[src/pwt_pkg.sv]
// Constants, field layouts and state types for the six channel timer.
package pwt_pkg;

  localparam int NUM_CH = 6;

  // Register byte offsets; channel registers repeat every eight bytes.
  localparam logic [7:0] OFF_SC = 8'h00;
  localparam logic [7:0] OFF_CNT = 8'h04;
  localparam logic [7:0] OFF_MOD = 8'h08;
  localparam logic [7:0] OFF_CH_SC = 8'h0C;
  localparam logic [7:0] OFF_CH_V = 8'h10;
  localparam logic [7:0] CH_STRIDE = 8'h08;
  localparam logic [7:0] OFF_LAST = 8'h38;

  // Field positions shared by the control registers.
  localparam int POS_FLAG = 7;
  localparam int POS_IE = 6;
  localparam int POS_CPWMS = 5;
  localparam int POS_CLK_SEL = 3;
  localparam int POS_MS = 4;
  localparam int POS_ELS = 2;

  // Values after reset and count limits.
  localparam logic [15:0] MOD_RESET = 16'hFFFF;
  localparam logic [15:0] CNT_MAX = 16'hFFFF;
  localparam logic [15:0] CNT_ZERO = 16'h0000;
  localparam logic [1:0] CLK_OFF = 2'h0;
  localparam logic [1:0] CLK_EXT = 2'h3;

  // Channel mode and edge or action codes.
  localparam logic [1:0] MS_CAPTURE = 2'h0;
  localparam logic [1:0] MS_COMPARE = 2'h1;
  localparam logic [1:0] ELS_OFF = 2'h0;
  localparam logic [1:0] ELS_RISE = 2'h1;
  localparam logic [1:0] ELS_FALL = 2'h2;
  localparam logic [1:0] ELS_BOTH = 2'h3;

  typedef struct packed {
    logic channel_event_flag;
    logic channel_irq_enable;
    logic [1:0] channel_mode_select;
    logic [1:0] edge_level_select;
    logic [15:0] channel_value_reg;
    logic [15:0] value_buf;
    logic value_pend;
    logic [2:0] pin_sync;
    logic pin_out;
    logic pin_oe;
  } pwt_ch_t;

  typedef struct packed {
    logic counter_overflow_flag;
    logic overflow_irq_enable;
    logic center_align_select;
    logic [1:0] count_clock_source;
    logic [2:0] prescale_sel;
    logic [15:0] cnt;
    logic [15:0] modulus;
    logic count_down;
    logic [6:0] pre;
    logic [2:0] ext_sync;
    pwt_ch_t [NUM_CH-1:0] ch;
    logic pready;
    logic pslverr;
    logic [31:0] prdata;
    logic ovf_irq;
    logic [NUM_CH-1:0] ch_irq;
  } pwt_state_t;

endpackage

[src/pwt_timer.sv]
// Six channel capture, compare and PWM timer with an APB register slave.
//
// Design decisions made here: the placing of the registers and the APB register port.

// Contract
// - 16-bit counter behind 1..128 power-two prescaler
// - System clock everywhere; external clock edges sampled
// - Up mode counts zero to terminal, restarts
// - Center mode counts up then down, repeating
// - Up mode overflow flag on terminal-to-zero wrap
// - Center mode overflow flag leaving modulus downward
// - Any counter register write clears counter immediately
// - Counter runs continuously until source set zero
// - Zero modulus means free run to maximum
// - Center mode forces enabled channels to center PWM
// - Capture copies counter on selected pin edge
// - Capture pin passes two-stage synchroniser first
// - Capture mode ignores channel value writes
// - Capture edge sets flag, interrupt when enabled
// - Compare match sets, clears or toggles pin
// - Toggle keeps previous level until next match
// - Compare mode flags every counter value match; the code sets no flag while edge_level_select is ELS_OFF
// - Edge PWM: period modulus plus one, width value
// - Edge PWM polarity: overflow versus match levels
// - Edge PWM: zero gives 0%, above modulus 100%
// - Center PWM: double period and width, limits
// - Center PWM: up match low, down match high
// - Value writes while running load at modulus step
// - Capture edge select: rise, fall, both, off
module pwt_timer
  import pwt_pkg::*;
(
  input wire logic clock,
  input wire logic nrst,
  input wire logic clk_en,
  input wire logic psel,
  input wire logic penable,
  input wire logic pwrite,
  input wire logic [7:0] paddr,
  input wire logic [31:0] pwdata,
  output logic [31:0] prdata,
  output logic pready,
  output logic pslverr,
  input wire logic ext_count_clk,
  input wire logic [NUM_CH-1:0] ch_in,
  output logic [NUM_CH-1:0] ch_out,
  output logic [NUM_CH-1:0] ch_oe,
  output logic ovf_irq,
  output logic [NUM_CH-1:0] ch_irq
);

  // Prescaler terminal count for a divide by two to the power sel.
  function automatic logic [6:0] div_mask(input logic [2:0] sel);
    div_mask = 7'((8'h01 << sel) - 8'h01);
  endfunction

  // Channel index of a channel register offset.
  function automatic int ch_of(input logic [7:0] addr);
    logic [7:0] rel;
    rel = addr - OFF_CH_SC;
    ch_of = int'(rel[7:3]);
  endfunction

  pwt_state_t st_ff;
  pwt_state_t nxt_st;

  logic tick;
  logic cnt_clr;
  logic wr;
  logic [15:0] top;
  logic [15:0] ncnt;
  logic ndown;
  logic load;
  logic [NUM_CH-1:0] cap_evt;

  // All next-state logic: bus slave, prescaler, counter and channels.
  always_comb begin
    logic acc;
    logic hit;
    logic is_ch;
    logic is_sc;
    logic src;
    logic act;
    logic cap_mode;
    logic rise;
    logic fall;
    logic [31:0] rd;
    int ci;
    acc = 1'b0;
    hit = 1'b0;
    is_ch = 1'b0;
    is_sc = 1'b0;
    src = 1'b0;
    act = 1'b0;
    cap_mode = 1'b0;
    rise = 1'b0;
    fall = 1'b0;
    rd = 32'h0000_0000;
    ci = 0;
    nxt_st = st_ff;
    cap_evt = '0;

    // Bus decode; every aligned offset up to 0x38, the last channel's value register, is mapped, so 0x3C is not.
    acc = psel && penable;
    hit = (paddr[1:0] == 2'b00) && (paddr <= OFF_LAST);
    is_ch = paddr >= OFF_CH_SC;
    is_sc = is_ch && (((paddr - OFF_CH_SC) & (CH_STRIDE >> 1)) == 8'h00);
    ci = is_ch ? ch_of(paddr) : 0;
    wr = acc && st_ff.pready && pwrite && hit;

    // Read mux; reserved bits and the unused top bits read as zero.
    if (!is_ch) begin
      case (paddr)
        OFF_SC: rd = {24'h0000_00, st_ff.counter_overflow_flag,
          st_ff.overflow_irq_enable, st_ff.center_align_select,
          st_ff.count_clock_source, st_ff.prescale_sel};
        OFF_CNT: rd = {16'h0000, st_ff.cnt};
        OFF_MOD: rd = {16'h0000, st_ff.modulus};
        default: rd = 32'h0000_0000;
      endcase
    end else if (is_sc) begin
      rd = {24'h0000_00, st_ff.ch[ci].channel_event_flag,
        st_ff.ch[ci].channel_irq_enable, st_ff.ch[ci].channel_mode_select,
        st_ff.ch[ci].edge_level_select, 2'b00};
    end else begin
      rd = {16'h0000, st_ff.ch[ci].channel_value_reg};
    end

    // The answer comes one cycle into the access phase, with data held.
    nxt_st.pready = acc && !st_ff.pready;
    nxt_st.pslverr = acc && !st_ff.pready && !hit;
    if (acc && !st_ff.pready) begin
      nxt_st.prdata = (hit && !pwrite) ? rd : 32'h0000_0000;
    end

    // Any write to the counter or modulus restarts the count.
    cnt_clr = wr && (paddr == OFF_CNT || paddr == OFF_MOD);

    // Register writes; flags only clear on a written zero.
    if (wr && paddr == OFF_SC) begin
      nxt_st.counter_overflow_flag = st_ff.counter_overflow_flag &&
        pwdata[POS_FLAG];
      nxt_st.overflow_irq_enable = pwdata[POS_IE];
      nxt_st.center_align_select = pwdata[POS_CPWMS];
      nxt_st.count_clock_source = pwdata[POS_CLK_SEL +: 2];
      nxt_st.prescale_sel = pwdata[2:0];
    end
    if (wr && paddr == OFF_MOD) begin
      nxt_st.modulus = pwdata[15:0];
    end
    if (wr && is_sc) begin
      nxt_st.ch[ci].channel_event_flag = st_ff.ch[ci].channel_event_flag &&
        pwdata[POS_FLAG];
      nxt_st.ch[ci].channel_irq_enable = pwdata[POS_IE];
      nxt_st.ch[ci].channel_mode_select = pwdata[POS_MS +: 2];
      nxt_st.ch[ci].edge_level_select = pwdata[POS_ELS +: 2];
    end
    // Capture channels own their value register, so writes are dropped.
    if (wr && is_ch && !is_sc && !(!st_ff.center_align_select &&
        st_ff.ch[ci].channel_mode_select == MS_CAPTURE)) begin
      if (st_ff.count_clock_source == CLK_OFF) begin
        nxt_st.ch[ci].channel_value_reg = pwdata[15:0];
        nxt_st.ch[ci].value_pend = 1'b0;
      end else begin
        nxt_st.ch[ci].value_buf = pwdata[15:0];
        nxt_st.ch[ci].value_pend = 1'b1;
      end
    end

    // External clock is synchronised and counted on its rising edge.
    nxt_st.ext_sync = {st_ff.ext_sync[1:0], ext_count_clk};
    if (st_ff.count_clock_source == CLK_EXT) begin
      src = st_ff.ext_sync[1] && !st_ff.ext_sync[2];
    end else begin
      src = st_ff.count_clock_source != CLK_OFF;
    end
    tick = src && (st_ff.pre == div_mask(st_ff.prescale_sel));
    if (src) begin
      nxt_st.pre = tick ? 7'h00 : st_ff.pre + 7'h01;
    end

    // Counter step; a zero modulus runs the full range.
    top = (st_ff.modulus == CNT_ZERO) ? CNT_MAX : st_ff.modulus;
    ncnt = st_ff.cnt;
    ndown = 1'b0;
    if (!st_ff.center_align_select) begin
      ncnt = (st_ff.cnt == top) ? CNT_ZERO : st_ff.cnt + 16'h0001;
    end else if (!st_ff.count_down) begin
      ndown = st_ff.cnt >= top;
      ncnt = ndown ? st_ff.cnt - 16'h0001 : st_ff.cnt + 16'h0001;
    end else begin
      ndown = st_ff.cnt != CNT_ZERO;
      ncnt = ndown ? st_ff.cnt - 16'h0001 : st_ff.cnt + 16'h0001;
    end
    load = tick && !cnt_clr && !st_ff.count_down &&
      st_ff.cnt == top - 16'h0001;

    if (cnt_clr) begin
      nxt_st.cnt = CNT_ZERO;
      nxt_st.count_down = 1'b0;
      nxt_st.pre = 7'h00;
    end else if (tick) begin
      nxt_st.cnt = ncnt;
      nxt_st.count_down = ndown;
      // Overflow marks wrap in up mode and the turn in center mode.
      if (!st_ff.center_align_select && st_ff.cnt == top) begin
        nxt_st.counter_overflow_flag = 1'b1;
      end
      if (st_ff.center_align_select && ndown && !st_ff.count_down) begin
        nxt_st.counter_overflow_flag = 1'b1;
      end
    end

    // Channels.
    for (int i = 0; i < NUM_CH; i++) begin
      nxt_st.ch[i].pin_sync = {st_ff.ch[i].pin_sync[1:0], ch_in[i]};
      cap_mode = !st_ff.center_align_select &&
        st_ff.ch[i].channel_mode_select == MS_CAPTURE;
      act = !st_ff.ch[i].edge_level_select[0];
      nxt_st.ch[i].pin_oe = !cap_mode &&
        st_ff.ch[i].edge_level_select != ELS_OFF;

      // Buffered values land on the step into the terminal count.
      if (st_ff.ch[i].value_pend &&
          (load || st_ff.count_clock_source == CLK_OFF)) begin
        nxt_st.ch[i].channel_value_reg = st_ff.ch[i].value_buf;
        nxt_st.ch[i].value_pend = 1'b0;
      end

      // Edges are taken between the second and third stages only.
      rise = st_ff.ch[i].pin_sync[1] && !st_ff.ch[i].pin_sync[2];
      fall = !st_ff.ch[i].pin_sync[1] && st_ff.ch[i].pin_sync[2];
      if (cap_mode) begin
        case (st_ff.ch[i].edge_level_select)
          ELS_RISE: cap_evt[i] = rise;
          ELS_FALL: cap_evt[i] = fall;
          ELS_BOTH: cap_evt[i] = rise || fall;
          default: cap_evt[i] = 1'b0;
        endcase
        if (cap_evt[i]) begin
          nxt_st.ch[i].channel_value_reg = st_ff.cnt;
          nxt_st.ch[i].channel_event_flag = 1'b1;
        end
      end else if (tick && !cnt_clr &&
          st_ff.ch[i].edge_level_select != ELS_OFF) begin
        if (st_ff.center_align_select) begin
          // Center PWM; the limits never match so no flag is set.
          if (st_ff.ch[i].channel_value_reg == CNT_ZERO) begin
            nxt_st.ch[i].pin_out = !act;
          end else if (st_ff.ch[i].channel_value_reg > top) begin
            nxt_st.ch[i].pin_out = act;
          end else if (ncnt == st_ff.ch[i].channel_value_reg) begin
            nxt_st.ch[i].pin_out = ndown ? act : !act;
            nxt_st.ch[i].channel_event_flag = 1'b1;
          end
        end else if (st_ff.ch[i].channel_mode_select == MS_COMPARE) begin
          if (ncnt == st_ff.ch[i].channel_value_reg) begin
            case (st_ff.ch[i].edge_level_select)
              ELS_RISE: nxt_st.ch[i].pin_out =
                !st_ff.ch[i].pin_out;
              ELS_FALL: nxt_st.ch[i].pin_out = 1'b0;
              default: nxt_st.ch[i].pin_out = 1'b1;
            endcase
            nxt_st.ch[i].channel_event_flag = 1'b1;
          end
        end else begin
          // Edge PWM: active from the wrap, inactive from the match.
          if (st_ff.ch[i].channel_value_reg == CNT_ZERO) begin
            nxt_st.ch[i].pin_out = !act;
          end else if (st_ff.ch[i].channel_value_reg > top) begin
            nxt_st.ch[i].pin_out = act;
          end else if (ncnt == st_ff.ch[i].channel_value_reg) begin
            nxt_st.ch[i].pin_out = !act;
            nxt_st.ch[i].channel_event_flag = 1'b1;
          end else if (ncnt == CNT_ZERO) begin
            nxt_st.ch[i].pin_out = act;
          end
        end
      end
      nxt_st.ch_irq[i] = st_ff.ch[i].channel_event_flag &&
        st_ff.ch[i].channel_irq_enable;
    end
    nxt_st.ovf_irq = st_ff.counter_overflow_flag && st_ff.overflow_irq_enable;
  end

  // State register; the clock enable freezes everything while low.
  always_ff @(posedge clock or negedge nrst) begin
    if (!nrst) begin
      st_ff <= '0;
      st_ff.modulus <= MOD_RESET;
    end else if (clk_en) begin
      st_ff <= nxt_st;
    end
  end

  // Outputs are taken straight from the state register.
  always_comb begin
    prdata = st_ff.prdata;
    pready = st_ff.pready;
    pslverr = st_ff.pslverr;
    ovf_irq = st_ff.ovf_irq;
    ch_irq = st_ff.ch_irq;
    for (int i = 0; i < NUM_CH; i++) begin
      ch_out[i] = st_ff.ch[i].pin_out;
      ch_oe[i] = st_ff.ch[i].pin_oe;
    end
  end

  a_up_wrap: assert property (@(posedge clock) disable iff (!nrst)
    clk_en && tick && !cnt_clr && !st_ff.center_align_select &&
    st_ff.cnt == top |=> st_ff.cnt == CNT_ZERO &&
    st_ff.counter_overflow_flag)
    else $error("Up count did not wrap with overflow.");

  a_center_turn: assert property (@(posedge clock)
    disable iff (!nrst)
    clk_en && tick && !cnt_clr && st_ff.center_align_select &&
    !st_ff.count_down && st_ff.cnt == top |=> st_ff.count_down &&
    st_ff.cnt == $past(st_ff.cnt) - 16'h0001 &&
    st_ff.counter_overflow_flag)
    else $error("Center count did not turn with overflow.");

  a_cnt_clear: assert property (@(posedge clock) disable iff (!nrst)
    clk_en && cnt_clr |=> st_ff.cnt == CNT_ZERO)
    else $error("Counter write did not clear the count.");

  a_stop_hold: assert property (@(posedge clock) disable iff (!nrst)
    st_ff.count_clock_source == CLK_OFF && !cnt_clr
    |=> st_ff.cnt == $past(st_ff.cnt))
    else $error("Stopped counter moved.");

  // Channel one is the capture channel that the scenarios exercise.
  a_capture_take: assert property (@(posedge clock)
    disable iff (!nrst)
    clk_en && cap_evt[1] |=> st_ff.ch[1].channel_value_reg ==
    $past(st_ff.cnt) && st_ff.ch[1].channel_event_flag ##1
    ch_irq[1] == st_ff.ch[1].channel_irq_enable)
    else $error("Capture did not store count and flag.");

  a_capture_ro: assert property (@(posedge clock)
    disable iff (!nrst)
    clk_en && wr && paddr == OFF_CH_V + CH_STRIDE && !cap_evt[1] &&
    !st_ff.center_align_select &&
    st_ff.ch[1].channel_mode_select == MS_CAPTURE
    |=> $stable(st_ff.ch[1].channel_value_reg))
    else $error("Capture value changed by a write.");

  // Channel two is the compare channel that the scenarios exercise.
  a_toggle_match: assert property (@(posedge clock)
    disable iff (!nrst)
    clk_en && tick && !cnt_clr && !st_ff.center_align_select &&
    st_ff.ch[2].channel_mode_select == MS_COMPARE &&
    st_ff.ch[2].edge_level_select == ELS_RISE &&
    ncnt == st_ff.ch[2].channel_value_reg
    |=> ch_out[2] != $past(ch_out[2]))
    else $error("Toggle compare did not invert the pin.");

  a_edge_zero: assert property (@(posedge clock) disable iff (!nrst)
    clk_en && tick && !cnt_clr && !st_ff.center_align_select &&
    st_ff.ch[0].channel_mode_select[1] &&
    st_ff.ch[0].edge_level_select == ELS_FALL &&
    st_ff.ch[0].channel_value_reg == CNT_ZERO |=> !ch_out[0])
    else $error("Zero duty edge PWM drove high.");

  a_tof_hold: assert property (@(posedge clock) disable iff (!nrst)
    st_ff.counter_overflow_flag && !(wr && paddr == OFF_SC &&
    !pwdata[POS_FLAG]) |=> st_ff.counter_overflow_flag)
    else $error("Overflow flag dropped without a zero write.");

endmodule

[config.mk]
export PLATFORM = sky130hd
export DESIGN_NAME = pwt_timer
export DESIGN_NICKNAME = d
export VERILOG_FILES = /design/src/pwt_pkg.sv /design/src/pwt_timer.sv
export SDC_FILE = /design/constraint.sdc
export NUM_CORES = 1
export LEC_CHECK = 0
export ABC_CLOCK_PERIOD_IN_PS = 14100
export BUFFER_PORTS_ARGS = -buffer_cell sky130_fd_sc_hd__buf_2
export CAP_MARGIN = 25
export CORE_ASPECT_RATIO = 1.25
export CORE_UTILIZATION = 25
export CTS_CLUSTER_SIZE = 12
export DETAILED_ROUTE_END_ITERATION = 7
export GPL_TIMING_DRIVEN = 1
export PLACE_DENSITY = 0.38
export RECOVER_POWER = 100
export SYNTH_ARGS = -nofsm -noshare
export SYNTH_HDL_FRONTEND = slang
export SYNTH_SLANG_ARGS = --single-unit
[constraint.sdc]
create_clock -name clock -period 14.1 [get_ports clock]
set_clock_uncertainty 0.15 [all_clocks]
set_input_delay 2.115 -clock clock [delete_from_list [all_inputs] [get_ports clock]]
set_output_delay 2.115 -clock clock [all_outputs]
set_load 0.005 [all_outputs]
Yosys cells after proc, flatten, opt, wreduce, memory -nomap -nowiden
Index checks and enable logic that the tools add are counted.
Word-level totals
  output and inout port bits: 53
  bits in registers: 356
Operators by class
  $add $sub $neg: 6
  shift operators: 1
  order comparisons: 11
  reductions and logical operators: 152
  eq/ne operators: 36
  mux-type cells: 222
Operators with widths (number)
  bitwise mux 264 bit: 8
  demux 44 bit (select 3 bit): 7
  two-way mux 264 bit: 3
  two-way mux 16 bit: 27
  two-way mux 1 bit: 147
  binary-select mux 44 bit (select 3 bit): 1
  two-way mux 44 bit: 3
  == test 16 bit: 8
  logical NOT 16 bit: 8
  greater-than comparator 16 bit: 6
  logical AND 1 bit: 71
  two-way mux 32 bit: 2
  case mux 16 bit (3 select lines): 1
  two-way mux 43 bit: 1
  two-way mux 42 bit: 1
  two-way mux 40 bit: 1
  logical NOT 1 bit: 39
  two-way mux 38 bit: 1
  subtractor 16 x 1 -> 16 bit, second input constant: 2
  == test 2 bit, second input constant: 13
  == test 2 x 1 -> 1 bit, second input constant: 12
  two-way mux 22 bit: 1
  two-way mux 7 bit: 3
  logical NOT 2 bit: 9
  other kinds (23): 53

Depth between registers and ports, before layout
Gate-level depths: netlist of run 1.
  depth after elaboration: 23
  gate-level depth with buffers: 22
  gate-level depth less buffers: 19

Least setup slack after synthesis of run 1
Ideal clock, no wire load.
  path type: in2reg
  start point: input port paddr[2]
  end point: register st_ff[205] (netlist name)
  cell stages on the path: 15
  path slack: 8.400 ns
  buffers on the path: 2
  arrival: 5.432 ns
  setup time: 0.119 ns
  cells stage by stage: ha_1 -> nor2_1 -> nand3b_1 -> and2_1 -> clkbuf_1 -> mux4_2 -> a21oi_1 -> o22ai_1 -> o311ai_2 -> nor3_1 -> buf_2 -> mux2_2 -> mux2i_1 -> o211ai_1 -> o21a_1
Between the ends
  cells in the longest elaborated chain, start to end: 15
  elaborated cells on any way between the ends: 54
  classes of those cells: add/sub (1); order compare (4); eq/ne (2); mux (26); reduce/logical (21)
Ends and longest elaborated chain
  start, declared: line pwt_timer.sv:39  | input wire logic [7:0] paddr,
  parallel branches: the longest is 12 deep, another holds subtractor 8 x 4 -> 8 bit
  two-way mux 16 bit (*): line pwt_timer.sv:224  | if (st_ff.ch[i].value_pend &&
  two-way mux 16 bit: line pwt_timer.sv:240  | if (cap_evt[i]) begin
  two-way mux 16 bit (*): line pwt_timer.sv:233  | if (cap_mode) begin
  end signal, assigned: line pwt_timer.sv:292  | st_ff <= nxt_st;
  end, declared: line pwt_timer.sv:64  | pwt_state_t st_ff;
Mark *: on every way between the ends. The select of a mux whose other input is x is not followed.
A chain may end at the register's enable or synchronous reset.

Final worst setup path of run 1
  start point: register st_ff[317] (netlist name)
  end point: register st_ff (netlist bit ch_out[1])
Between the ends
  cells in the longest elaborated chain, start to end: 15
  elaborated cells on any way between the ends: 26
  classes of those cells: order compare (2); eq/ne (2); mux (20); reduce/logical (2)
Ends and longest elaborated chain
  logical NOT 16 bit: line pwt_timer.sv:183  | top = (st_ff.modulus == CNT_ZERO) ? CNT_MAX : st_ff.modulus;
  two-way mux 16 bit (*): line pwt_timer.sv:183
  >= comparator 16 bit: line pwt_timer.sv:189  | ndown = st_ff.cnt >= top;
  two-way mux 16 bit: line pwt_timer.sv:190  | ncnt = ndown ? st_ff.cnt - 16'h0001 : st_ff.cnt + 16'h0001;
  two-way mux 16 bit: line pwt_timer.sv:188  | end else if (!st_ff.count_down) begin
  two-way mux 16 bit: line pwt_timer.sv:186  | if (!st_ff.center_align_select) begin
  logical NOT 16 bit: line pwt_timer.sv:275  | end else if (ncnt == CNT_ZERO) begin
  two-way mux 1 bit: line pwt_timer.sv:275
  two-way mux 1 bit: line pwt_timer.sv:272  | end else if (ncnt == st_ff.ch[i].channel_value_reg) begin
  two-way mux 1 bit: line pwt_timer.sv:270  | end else if (st_ff.ch[i].channel_value_reg > top) begin
  two-way mux 1 bit: line pwt_timer.sv:268  | if (st_ff.ch[i].channel_value_reg == CNT_ZERO) begin
  two-way mux 1 bit: line pwt_timer.sv:256  | end else if (st_ff.ch[i].channel_mode_select == MS_COMPARE) begin
  two-way mux 1 bit (*): line pwt_timer.sv:246  | if (st_ff.center_align_select) begin
  two-way mux 1 bit (*): line pwt_timer.sv:244  | end else if (tick && !cnt_clr &&
  two-way mux 1 bit (*): line pwt_timer.sv:233
Every way passes the cells marked *; elsewhere a longest branch is shown, timed or not.

==> summary.txt, run 1 <==
Critical path
  – Worst Path Arrival: 11.17 ns
  – CP max stage delay: 2.38 ns
  – CP Max Fanout: 16
  – Startpoint types: flop
  – Crit path max-delay family: compound AO/OA/AOI/OAI gates
  – Cell Chain, Critical Path: nor3_4 -> nand4_2 -> nor2_1 -> buf_4 -> nor2_1 -> buf_4 -> ha_1 -> and4_1 -> and2_1 -> a2111oi_2 -> a311o_1 -> o21a_1 -> a21oi_1 -> a311oi_1 -> nand4_1 -> nor4_1 -> nand2_1 -> mux2_2 -> a211o_1 -> a31oi_1
  – CP Class: flop to flop
  – Worst Path Buf+Inv: 2
  – Worst EP required: 14.48 ns
  – CP max-delay cell: a311oi_1
  – CP Capture Type: flop

Synthesis
  – Post-synthesis cell area: 25,600 um^2
  – Netlist cell types: 108
  – Area share of the largest cell type after synthesis: 31.7%
  – Ys Warns: 0
  – Sequential area share after synthesis: 33.3%
  – Number of synthesized register bits: 340
  – Async SR Flop Fraction: 100%
  – Most used DFF post-synth: dfrtp_1
  – Post-synth EDFFs: 0
  – Synth area leader: dfrtp_1
  – Syn Inst Count: 2,793
  – Largest cells by area after synthesis: dfrtp_1 (32%), mux2_2 (11%), ha_1 (5.8%)
  – Avg Inst Size Synth: 9.16 um^2

Die
  – Chip Height: 360 um
  – Boundary Pins: 106
  – Initial core utilization: 25.3%
  – Die area: 104,000 um^2
  – Core ar.: 101,000 um^2
  – Die X: 288 um
  – Row cnt: 130

STA
  – Measured slew at the worst slew-check pin: 5.32 ns
  – TNS Setup: 0 ns
  – Slew Viols, Final: 392
  – Max Clk Rate: 0.0927 GHz
  – Worst rel slew slack: -255%
  – RSZ-0062 raised after global routing: false
  – Final min period: 10.79 ns
  – Crit share post-route: 76.5%
  – Final WS setup: 3.31 ns
  – Final Hold Vio Count: 0
  – Final setup vio count: 0

Clock network
  – Post-CTS Hold Fix Bufs: 0
  – Insertion delay to the later sink of the worst-skew pair: 0.62 ns
  – CTS tree: yes
  – Clk pin slew, worst setup/hold paths: 0.06 ns
  – TritonCTS Buffers: 44
  – Post-CTS setup buffers: 0
  – CTS max path bufs: 3
  – Post-CTS sizing: 0
  – CTS sink cnt: 340
  – CTS root buf: clkbuf_16
  – CTS H-tree lvls: 2

Route
  – TritonRoute pass-1 iters: 8
  – Avg Vias per Cell: 5.54
  – WL final: 120,000 um
  – Antenna viol nets, final: 0
  – Initial drt markers: 2,085
  – Drt drc: 32
  – DR vias: 22,742
  – WL/cell: 29.1 um

GRT
  – Largest net degree at the start of global routing: 135
  – Initial antenna violation count: 2
  – Global-route wire length before repair: 170,000 um
  – Total track usage: 22.7%
  – Vias in the first global route: 22,327
  – Grt ovf: 0

Run
  – Maxcap violations: 9

Cells and area
  – Commonest cells after routing, fill and taps aside: dfrtp_1 (322), nand2_1 (282), mux2_2 (246)
  – Commonest non-fill, non-tap cell in the layout: dfrtp_1
  – Post-Layout Inst Area: 28,500 um^2
  – Layout area overhead: 11.5%
  – Share of layout cells above drive strength 1: 18.0%
  – Fin nets: 2,925
  – # fillers: 10,583

Place
  – Placed standard-cell area: 27,300 um^2
  – Worst slack at placement: 6.40 ns
  – Routability Congestion: 0.959
  – Port bufs: 73
  – Hpwl dp: 83,900 um

Power and ir drop
  – Peak VDD IR: 0.0822 mV
  – Pwr Density: 101 nW/um^2
  – Leakage power: 10.9 nW

Status
  – Failing checks: DRC, capacitance limit, slew limit
  – Status: complete, but fails checks

Hold path
  – Type of the worst min-delay path: flop to flop
worst reg2reg max path: stages (launching register included):
cell       delay, ns
dfstp_2         0.47
nor3_4          0.30
nand4_2         0.35
nor2_1          0.68
buf_4           0.31
nor2_1          0.06
buf_4           0.21
ha_1            0.32
and4_1          0.25
and2_1          0.17
a2111oi_2       0.52
a311o_1         0.30
o21a_1          0.81
a21oi_1         0.11
a311oi_1        2.38
nand4_1         0.31
nor4_1          1.97
nand2_1         0.22
mux2_2          0.39
a211o_1         0.29
a31oi_1         0.17
registers in the layout, summed over array words and instances, names as in the netlist:
name	flops
ch_out	6
ch_irq	6
ch_oe	6
ovf_irq	1
prdata	16
pready	1
nxt_st	14
st_ff	289
pslverr	1
synthesized netlist by cell type, types with 22 or more instances:
cell type    n
dfrtp_1    324
nand2_1    282
mux2_2     247
clkbuf_1   173
nor2_1     142
a21oi_1    121
ha_1       118
o21ai_0    109
o211ai_1   106
mux2i_1    101
o21a_1      99
xnor2_1     96
inv_1       71
nor3_1      67
nand3_1     63
buf_4       51
nor4_1      49
xor2_1      46
nand4_1     42
a21o_1      36
a211oi_1    24
nor2b_1     24
buf_2       22
where the power goes:
group / internal [mW] / switching (mW)
combinational: 0.227 / 0.349
sequential: 1.03 / 0.144
clock: 0.653 / 0.481
logic make-up after synthesis:
family	Yosys count	synth area share (%)
AND/OR/NAND/NOR	802	15.5
AO/OA/AOI/OAI	703	19.5
multiplexers	351	15.1
flip-flops	340	33.3
buffers and inverters	332	5.79
XOR/XNOR	142	4.86
adder cells (fa/ha/maj)	122	5.93
other	1	0.0147
area by class of cell:
type	count	area (um^2)	share of cell area (%)
timing repair buffer	160	981	3.44
multi-input combinational	2136	15700	55.0
antenna	1	2.50	0.00878
inverter	72	270	0.948
clock inverter	11	145	0.509
tap	1320	1650	5.79
sequential	340	8530	29.9
clock buffer	67	1260	4.41
final timing paths:
kind                                        startpoint                 endpoint  slack [ns]  depth (start not counted)
worst min-delay path              ch_oe[2]$_DFFE_PN0P_     ch_oe[2]$_DFFE_PN0P_        0.34                          2
min in group asynchronous                         nrst  nxt_st[176]$_DFFE_PN0P_        3.29                          1
worst max register to register  st_ff[317]$_DFFE_PN1P_    ch_out[1]$_DFFE_PN0P_        3.31                         20
worst min register to register    ch_oe[2]$_DFFE_PN0P_     ch_oe[2]$_DFFE_PN0P_        0.34                          2
worst max-delay path            st_ff[317]$_DFFE_PN1P_    ch_out[1]$_DFFE_PN0P_        3.31                         20
max in group asynchronous                         nrst    st_ff[49]$_DFFE_PN0P_        5.20                          3
routing by layer:
metal / GRT usage, % / routed length (um) / vias up / share of wire, %
met1: 29.4 / 50800 / 11574 / 43
met4: 8.86 / 4720 / 2 / 3.9
met2: 37.9 / 57300 / 846 / 48
li1: - / - / 10105 / -
met3: 3.09 / 6720 / 215 / 5.6
met5: 0 / 15 / - / 0.013
through the flow:
stage	utilization (%)	instances	power [mW]	hold slack (ns)
floorplan	-	2808	1.49	0.299
global placement	27.0	4023	1.74	0.321
detailed placement	27.1	4028	1.75	0.323
CTS	28.4	4106	2.91	0.337
global route	28.2	4106	3.01	0.346
finish	28.2	4107	2.88	0.336
Power figures use the tool's default switching activity.
==> run 2, diff against run 1 <==
--- a/config.mk
+++ b/config.mk
@@ -5,7 +5,8 @@
 export SDC_FILE = /design/constraint.sdc
 export NUM_CORES = 1
 export LEC_CHECK = 0
-export ABC_CLOCK_PERIOD_IN_PS = 14100
+export ABC_AREA = 1
+export ABC_CLOCK_PERIOD_IN_PS = 9300
 export BUFFER_PORTS_ARGS = -buffer_cell sky130_fd_sc_hd__buf_2
 export CAP_MARGIN = 25
 export CORE_ASPECT_RATIO = 1.25
@@ -13,7 +14,7 @@
 export CTS_CLUSTER_SIZE = 12
 export DETAILED_ROUTE_END_ITERATION = 7
 export GPL_TIMING_DRIVEN = 1
-export PLACE_DENSITY = 0.38
+export PLACE_DENSITY = 0.39
 export RECOVER_POWER = 100
 export SYNTH_ARGS = -nofsm -noshare
 export SYNTH_HDL_FRONTEND = slang
==> constraint.sdc (replaced) <==
create_clock -name clock -period 9.3 [get_ports clock]
set_clock_uncertainty 0.15 [all_clocks]
set_input_delay 1.395 -clock clock [delete_from_list [all_inputs] [get_ports clock]]
set_output_delay 1.395 -clock clock [all_outputs]
set_load 0.005 [all_outputs]
==> run 2 against run 1 <==
  * The flow finishes with violations (capacitance limit, slew limit)
  * Routed wire length rose by 12%
  * Synthesized cell count up 39%
  * Final cell count increased by 27%
  * First-iteration DRC count rose by 7.6%
  * Via count up 17%
  * Register-to-register slack got worse by 1.9 ns
  * Sequential cell count did not move
  * Cell area is 1.8% higher
  * Worst setup slack got worse by 1.9 ns
  * Die area rose by 2.9%
  * Core utilization is 0.32 points lower
  * Critical path type unchanged
  * Largest cell class unchanged
  * Highest routed layer unchanged
==> summary.txt, run 2 <==
Place
  – Hpwl dp: 96,600 um (+15%)
  – Cell total after placement: 5,140 (+28%)
  – Port bufs: 73 (unchanged)
  – Routability Congestion: 1.01 (+5.3%)
  – Worst slack at placement: 2.53 ns (-3.87 ns)

Cells and area
  – Commonest cells after routing, fill and taps aside: nand2_1 (1,220), o21ai_0 (477), inv_1 (358)
  – Number of flip-flops under the largest register name: 289 (unchanged)
  – Fin nets: 4,023 (+38%)
  – Share of layout cells above drive strength 1: 8.71% (-9.3 points)
  – Cell Count, Final, Fillers Out: 5,222 (+27%)
  – Commonest non-fill, non-tap cell in the layout: nand2_1
  – Layout area overhead: 10.4%
  – Biggest register: st_ff

Status
  – Failing checks: capacitance limit, slew limit
  – Status: complete, but fails checks

GRT
  – Global-route wire length before repair: 191,000 um (+12%)
  – Grt ovf: 0 (unchanged)
  – Vias in the first global route: 25,427 (+14%)
  – Largest net degree at the start of global routing: 106 (-21%)
  – Initial antenna violation count: 9 (+7)
  – Total track usage: 24.8% (+2.1 points)

Clock network
  – Clk pin slew, worst setup/hold paths: 0.06 ns (about the same)
  – Post-CTS sizing: 0 (unchanged)
  – CTS max path bufs: 3 (unchanged)
  – Post-CTS Hold Fix Bufs: 0 (unchanged)
  – Post-CTS setup buffers: 0 (unchanged)
  – TritonCTS Buffers: 44 (unchanged)
  – CTS sink cnt: 340 (unchanged)
  – CTS H-tree lvls: 2 (unchanged)
  – CTS root buf: clkbuf_16
  – Insertion delay to the later sink of the worst-skew pair: 0.62 ns (about the same)
  – CTS tree: yes

Synthesis
  – Async SR Flop Fraction: 100% (unchanged)
  – Avg Inst Size Synth: 6.79 um^2 (-26%)
  – Synth area leader: dfrtp_1
  – Netlist cell types: 63 (-42%)
  – Largest cells by area after synthesis: dfrtp_1 (31%), nand2_1 (17%), o21ai_0 (9.0%)
  – Most frequent cell after synthesis: nand2_1
  – Syn Inst Count: 3,875 (+39%)
  – Post-synth EDFFs: 0 (unchanged)
  – Ys Warns: 0 (unchanged)
  – Area share of the largest cell type after synthesis: 30.8% (-0.88 points)
  – Post-synthesis cell area: 26,300 um^2 (+2.9%)
  – Number of synthesized register bits: 340 (unchanged)
  – Most used DFF post-synth: dfrtp_1
  – Sequential area share after synthesis: 32.4% (-0.93 points)
  – Synth top cells by count: nand2_1 (1,207), o21ai_0 (474), inv_1 (360)

Hold path
  – Hold EP: ch_irq[4]$_DFFE_PN0P_
  – Type of the worst min-delay path: flop to flop
  – Hold path depth: 2 (unchanged)
  – HP Start: ch_irq[4]$_DFFE_PN0P_

Route
  – WL final: 134,000 um (+12%)
  – WL/cell: 25.6 um (-12%)
  – Antenna viol nets, final: 0 (unchanged)
  – DR vias: 26,539 (+17%)
  – Initial drt markers: 2,243 (+7.6%)
  – Avg Vias per Cell: 5.08 (-8.2%)
  – Drt drc: 0 (-100%)
  – TritonRoute pass-1 iters: 6 (-2)

Die
  – Die X: 292 um (+1.4%)
  – Initial core utilization: 25.3% (-0.034 points)
  – Boundary Pins: 106 (unchanged)
  – Die area: 107,000 um^2 (+2.9%)
  – Core ar.: 104,000 um^2 (+3.0%)
  – Row cnt: 132 (+1.5%)
  – Chip Height: 365 um (+1.4%)

STA
  – Final setup vio count: 0 (unchanged)
  – Slew Viols, Final: 430 (+9.7%)
  – Worst rel slew slack: -212% (+43 points)
  – Final Hold Vio Count: 0 (unchanged)
  – Measured slew at the worst slew-check pin: 4.67 ns (-0.648 ns)
  – RSZ-0062 raised after global routing: false
  – TNS Setup: 0 ns (unchanged)
  – Max Clk Rate: 0.126 GHz (+36%)
  – Crit share post-route: 85.4% (+8.8 points)
  – Hold_ws: 0.322 ns (-0.0136 ns)
  – Final min period: 7.94 ns (-2.85 ns)
  – Final WS setup: 1.36 ns (-1.95 ns)

Power and ir drop
  – Pwr Total: 3.81 mW (+32%)
  – Peak VDD IR: 0.112 mV (+36%)
  – Pwr Density: 131 nW/um^2 (+30%)
  – Leakage power: 14.0 nW (+28%)

Critical path
  – Worst reg-to-reg path cell count: 32 (+60%)
  – CP Capture Type: flop
  – CP max stage delay: 1.14 ns (-1.24 ns)
  – Worst r2r src: st_ff[325]$_DFFE_PN1P_
  – RR Endpoint: ch_out[2]$_DFFE_PN0P_
  – Worst setup path startpoint: st_ff[325]$_DFFE_PN1P_
  – CP Class: flop to flop
  – Worst Path Arrival: 8.27 ns (-2.90 ns)
  – CP max-delay cell: nor2_1
  – R2R setup slack: 1.36 ns (-1.95 ns)
  – Worst EP required: 9.64 ns (-4.84 ns)
  – Most common cell on crit path: nand2_1
  – CP Max Fanout: 19 (+3)
  – Startpoint types: flop

Run
  – Maxcap violations: 8 (-1)
[run 2: changes by cell type after synthesis, sizes merged, moves of 40 or more]
cell / previous run / this run
o211ai: 106 / 13
o21a: 101 / 1
inv: 71 / 372
mux2: 247 / 0
clkbuf: 173 / 133
xnor2: 96 / 10
o21ai: 122 / 489
nor2: 143 / 254
nand3: 64 / 391
mux2i: 102 / 0
nand2: 282 / 1236
[run 2: kinds of logic after synthesis]
logic type	Yosys count	synth area share (%)
AOI/OAI and AO/OA	708	14.8
xor gates and xnor gates	74	2.46
adders and majority gates	118	5.61
buffers and inverters	621	10.5
DFF	340	32.4
other	1	0.0143
and+or+nand+nor	2013	34.2
[run 2: worst max path at each step]
stage / to / slack [ns] / depth (start not counted)
floorplan: ch_out[1]$_DFFE_PN0P_ / 5.17 / 33
global placement: st_ff[72]$_DFFE_PN0P_ / 2.59 / 21
CTS: ch_out[5]$_DFFE_PN0P_ / 2.56 / 33
finish: ch_out[2]$_DFFE_PN0P_ / 1.36 / 32
detailed placement: st_ff[72]$_DFFE_PN0P_ / 2.53 / 21
global route: ch_out[5]$_DFFE_PN0P_ / 1.11 / 31
[run 2: routing by layer]
layer	GRT usage, %	up-vias	wire length [um]
met4	12.3	2	6770
met1	30.7	12882	56700
met3	2.37	216	5540
met5	0	-	13
li1	-	12672	-
met2	43.0	767	64500
[run 2: final cells by class]
type,instances,area [um^2]
diodes,3,7.51
clock buffers,65,1290
clock inverters,8,77.6
fillers,11662,75000
inverters,381,1430
multi-input cells,2929,15000
flip-flops and latches,340,8530
well taps,1340,1680
repair buffers,156,993
[run 2: through the flow]
step | cell area [um^2] | utilization, %
3_5_place_dp | 27700 | 26.7
3_3_place_gp | 27700 | 26.6
6_report | 29000 | 27.9
5_1_grt | 29000 | 27.9
2_1_floorplan | 26400 | -
4_1_cts | 29100 | 28.0
[run 2: report_power, final]
part	internal [mW]	switching [mW]	total [mW]
clock	0.981	0.728	1.71
combinational	0.130	0.438	0.568
sequential	1.50	0.0309	1.54
[run 2: critical path: cells and delay by family, from the launching register on]
kind / cells / cell delay [ns]
flip-flops: 1 / 0.63
buffers and inverters: 1 / 0.23
AO/OA/AOI/OAI: 2 / 0.61
AND/OR/NAND/NOR: 28 / 5.85
adder cells (fa/ha/maj): 1 / 0.28
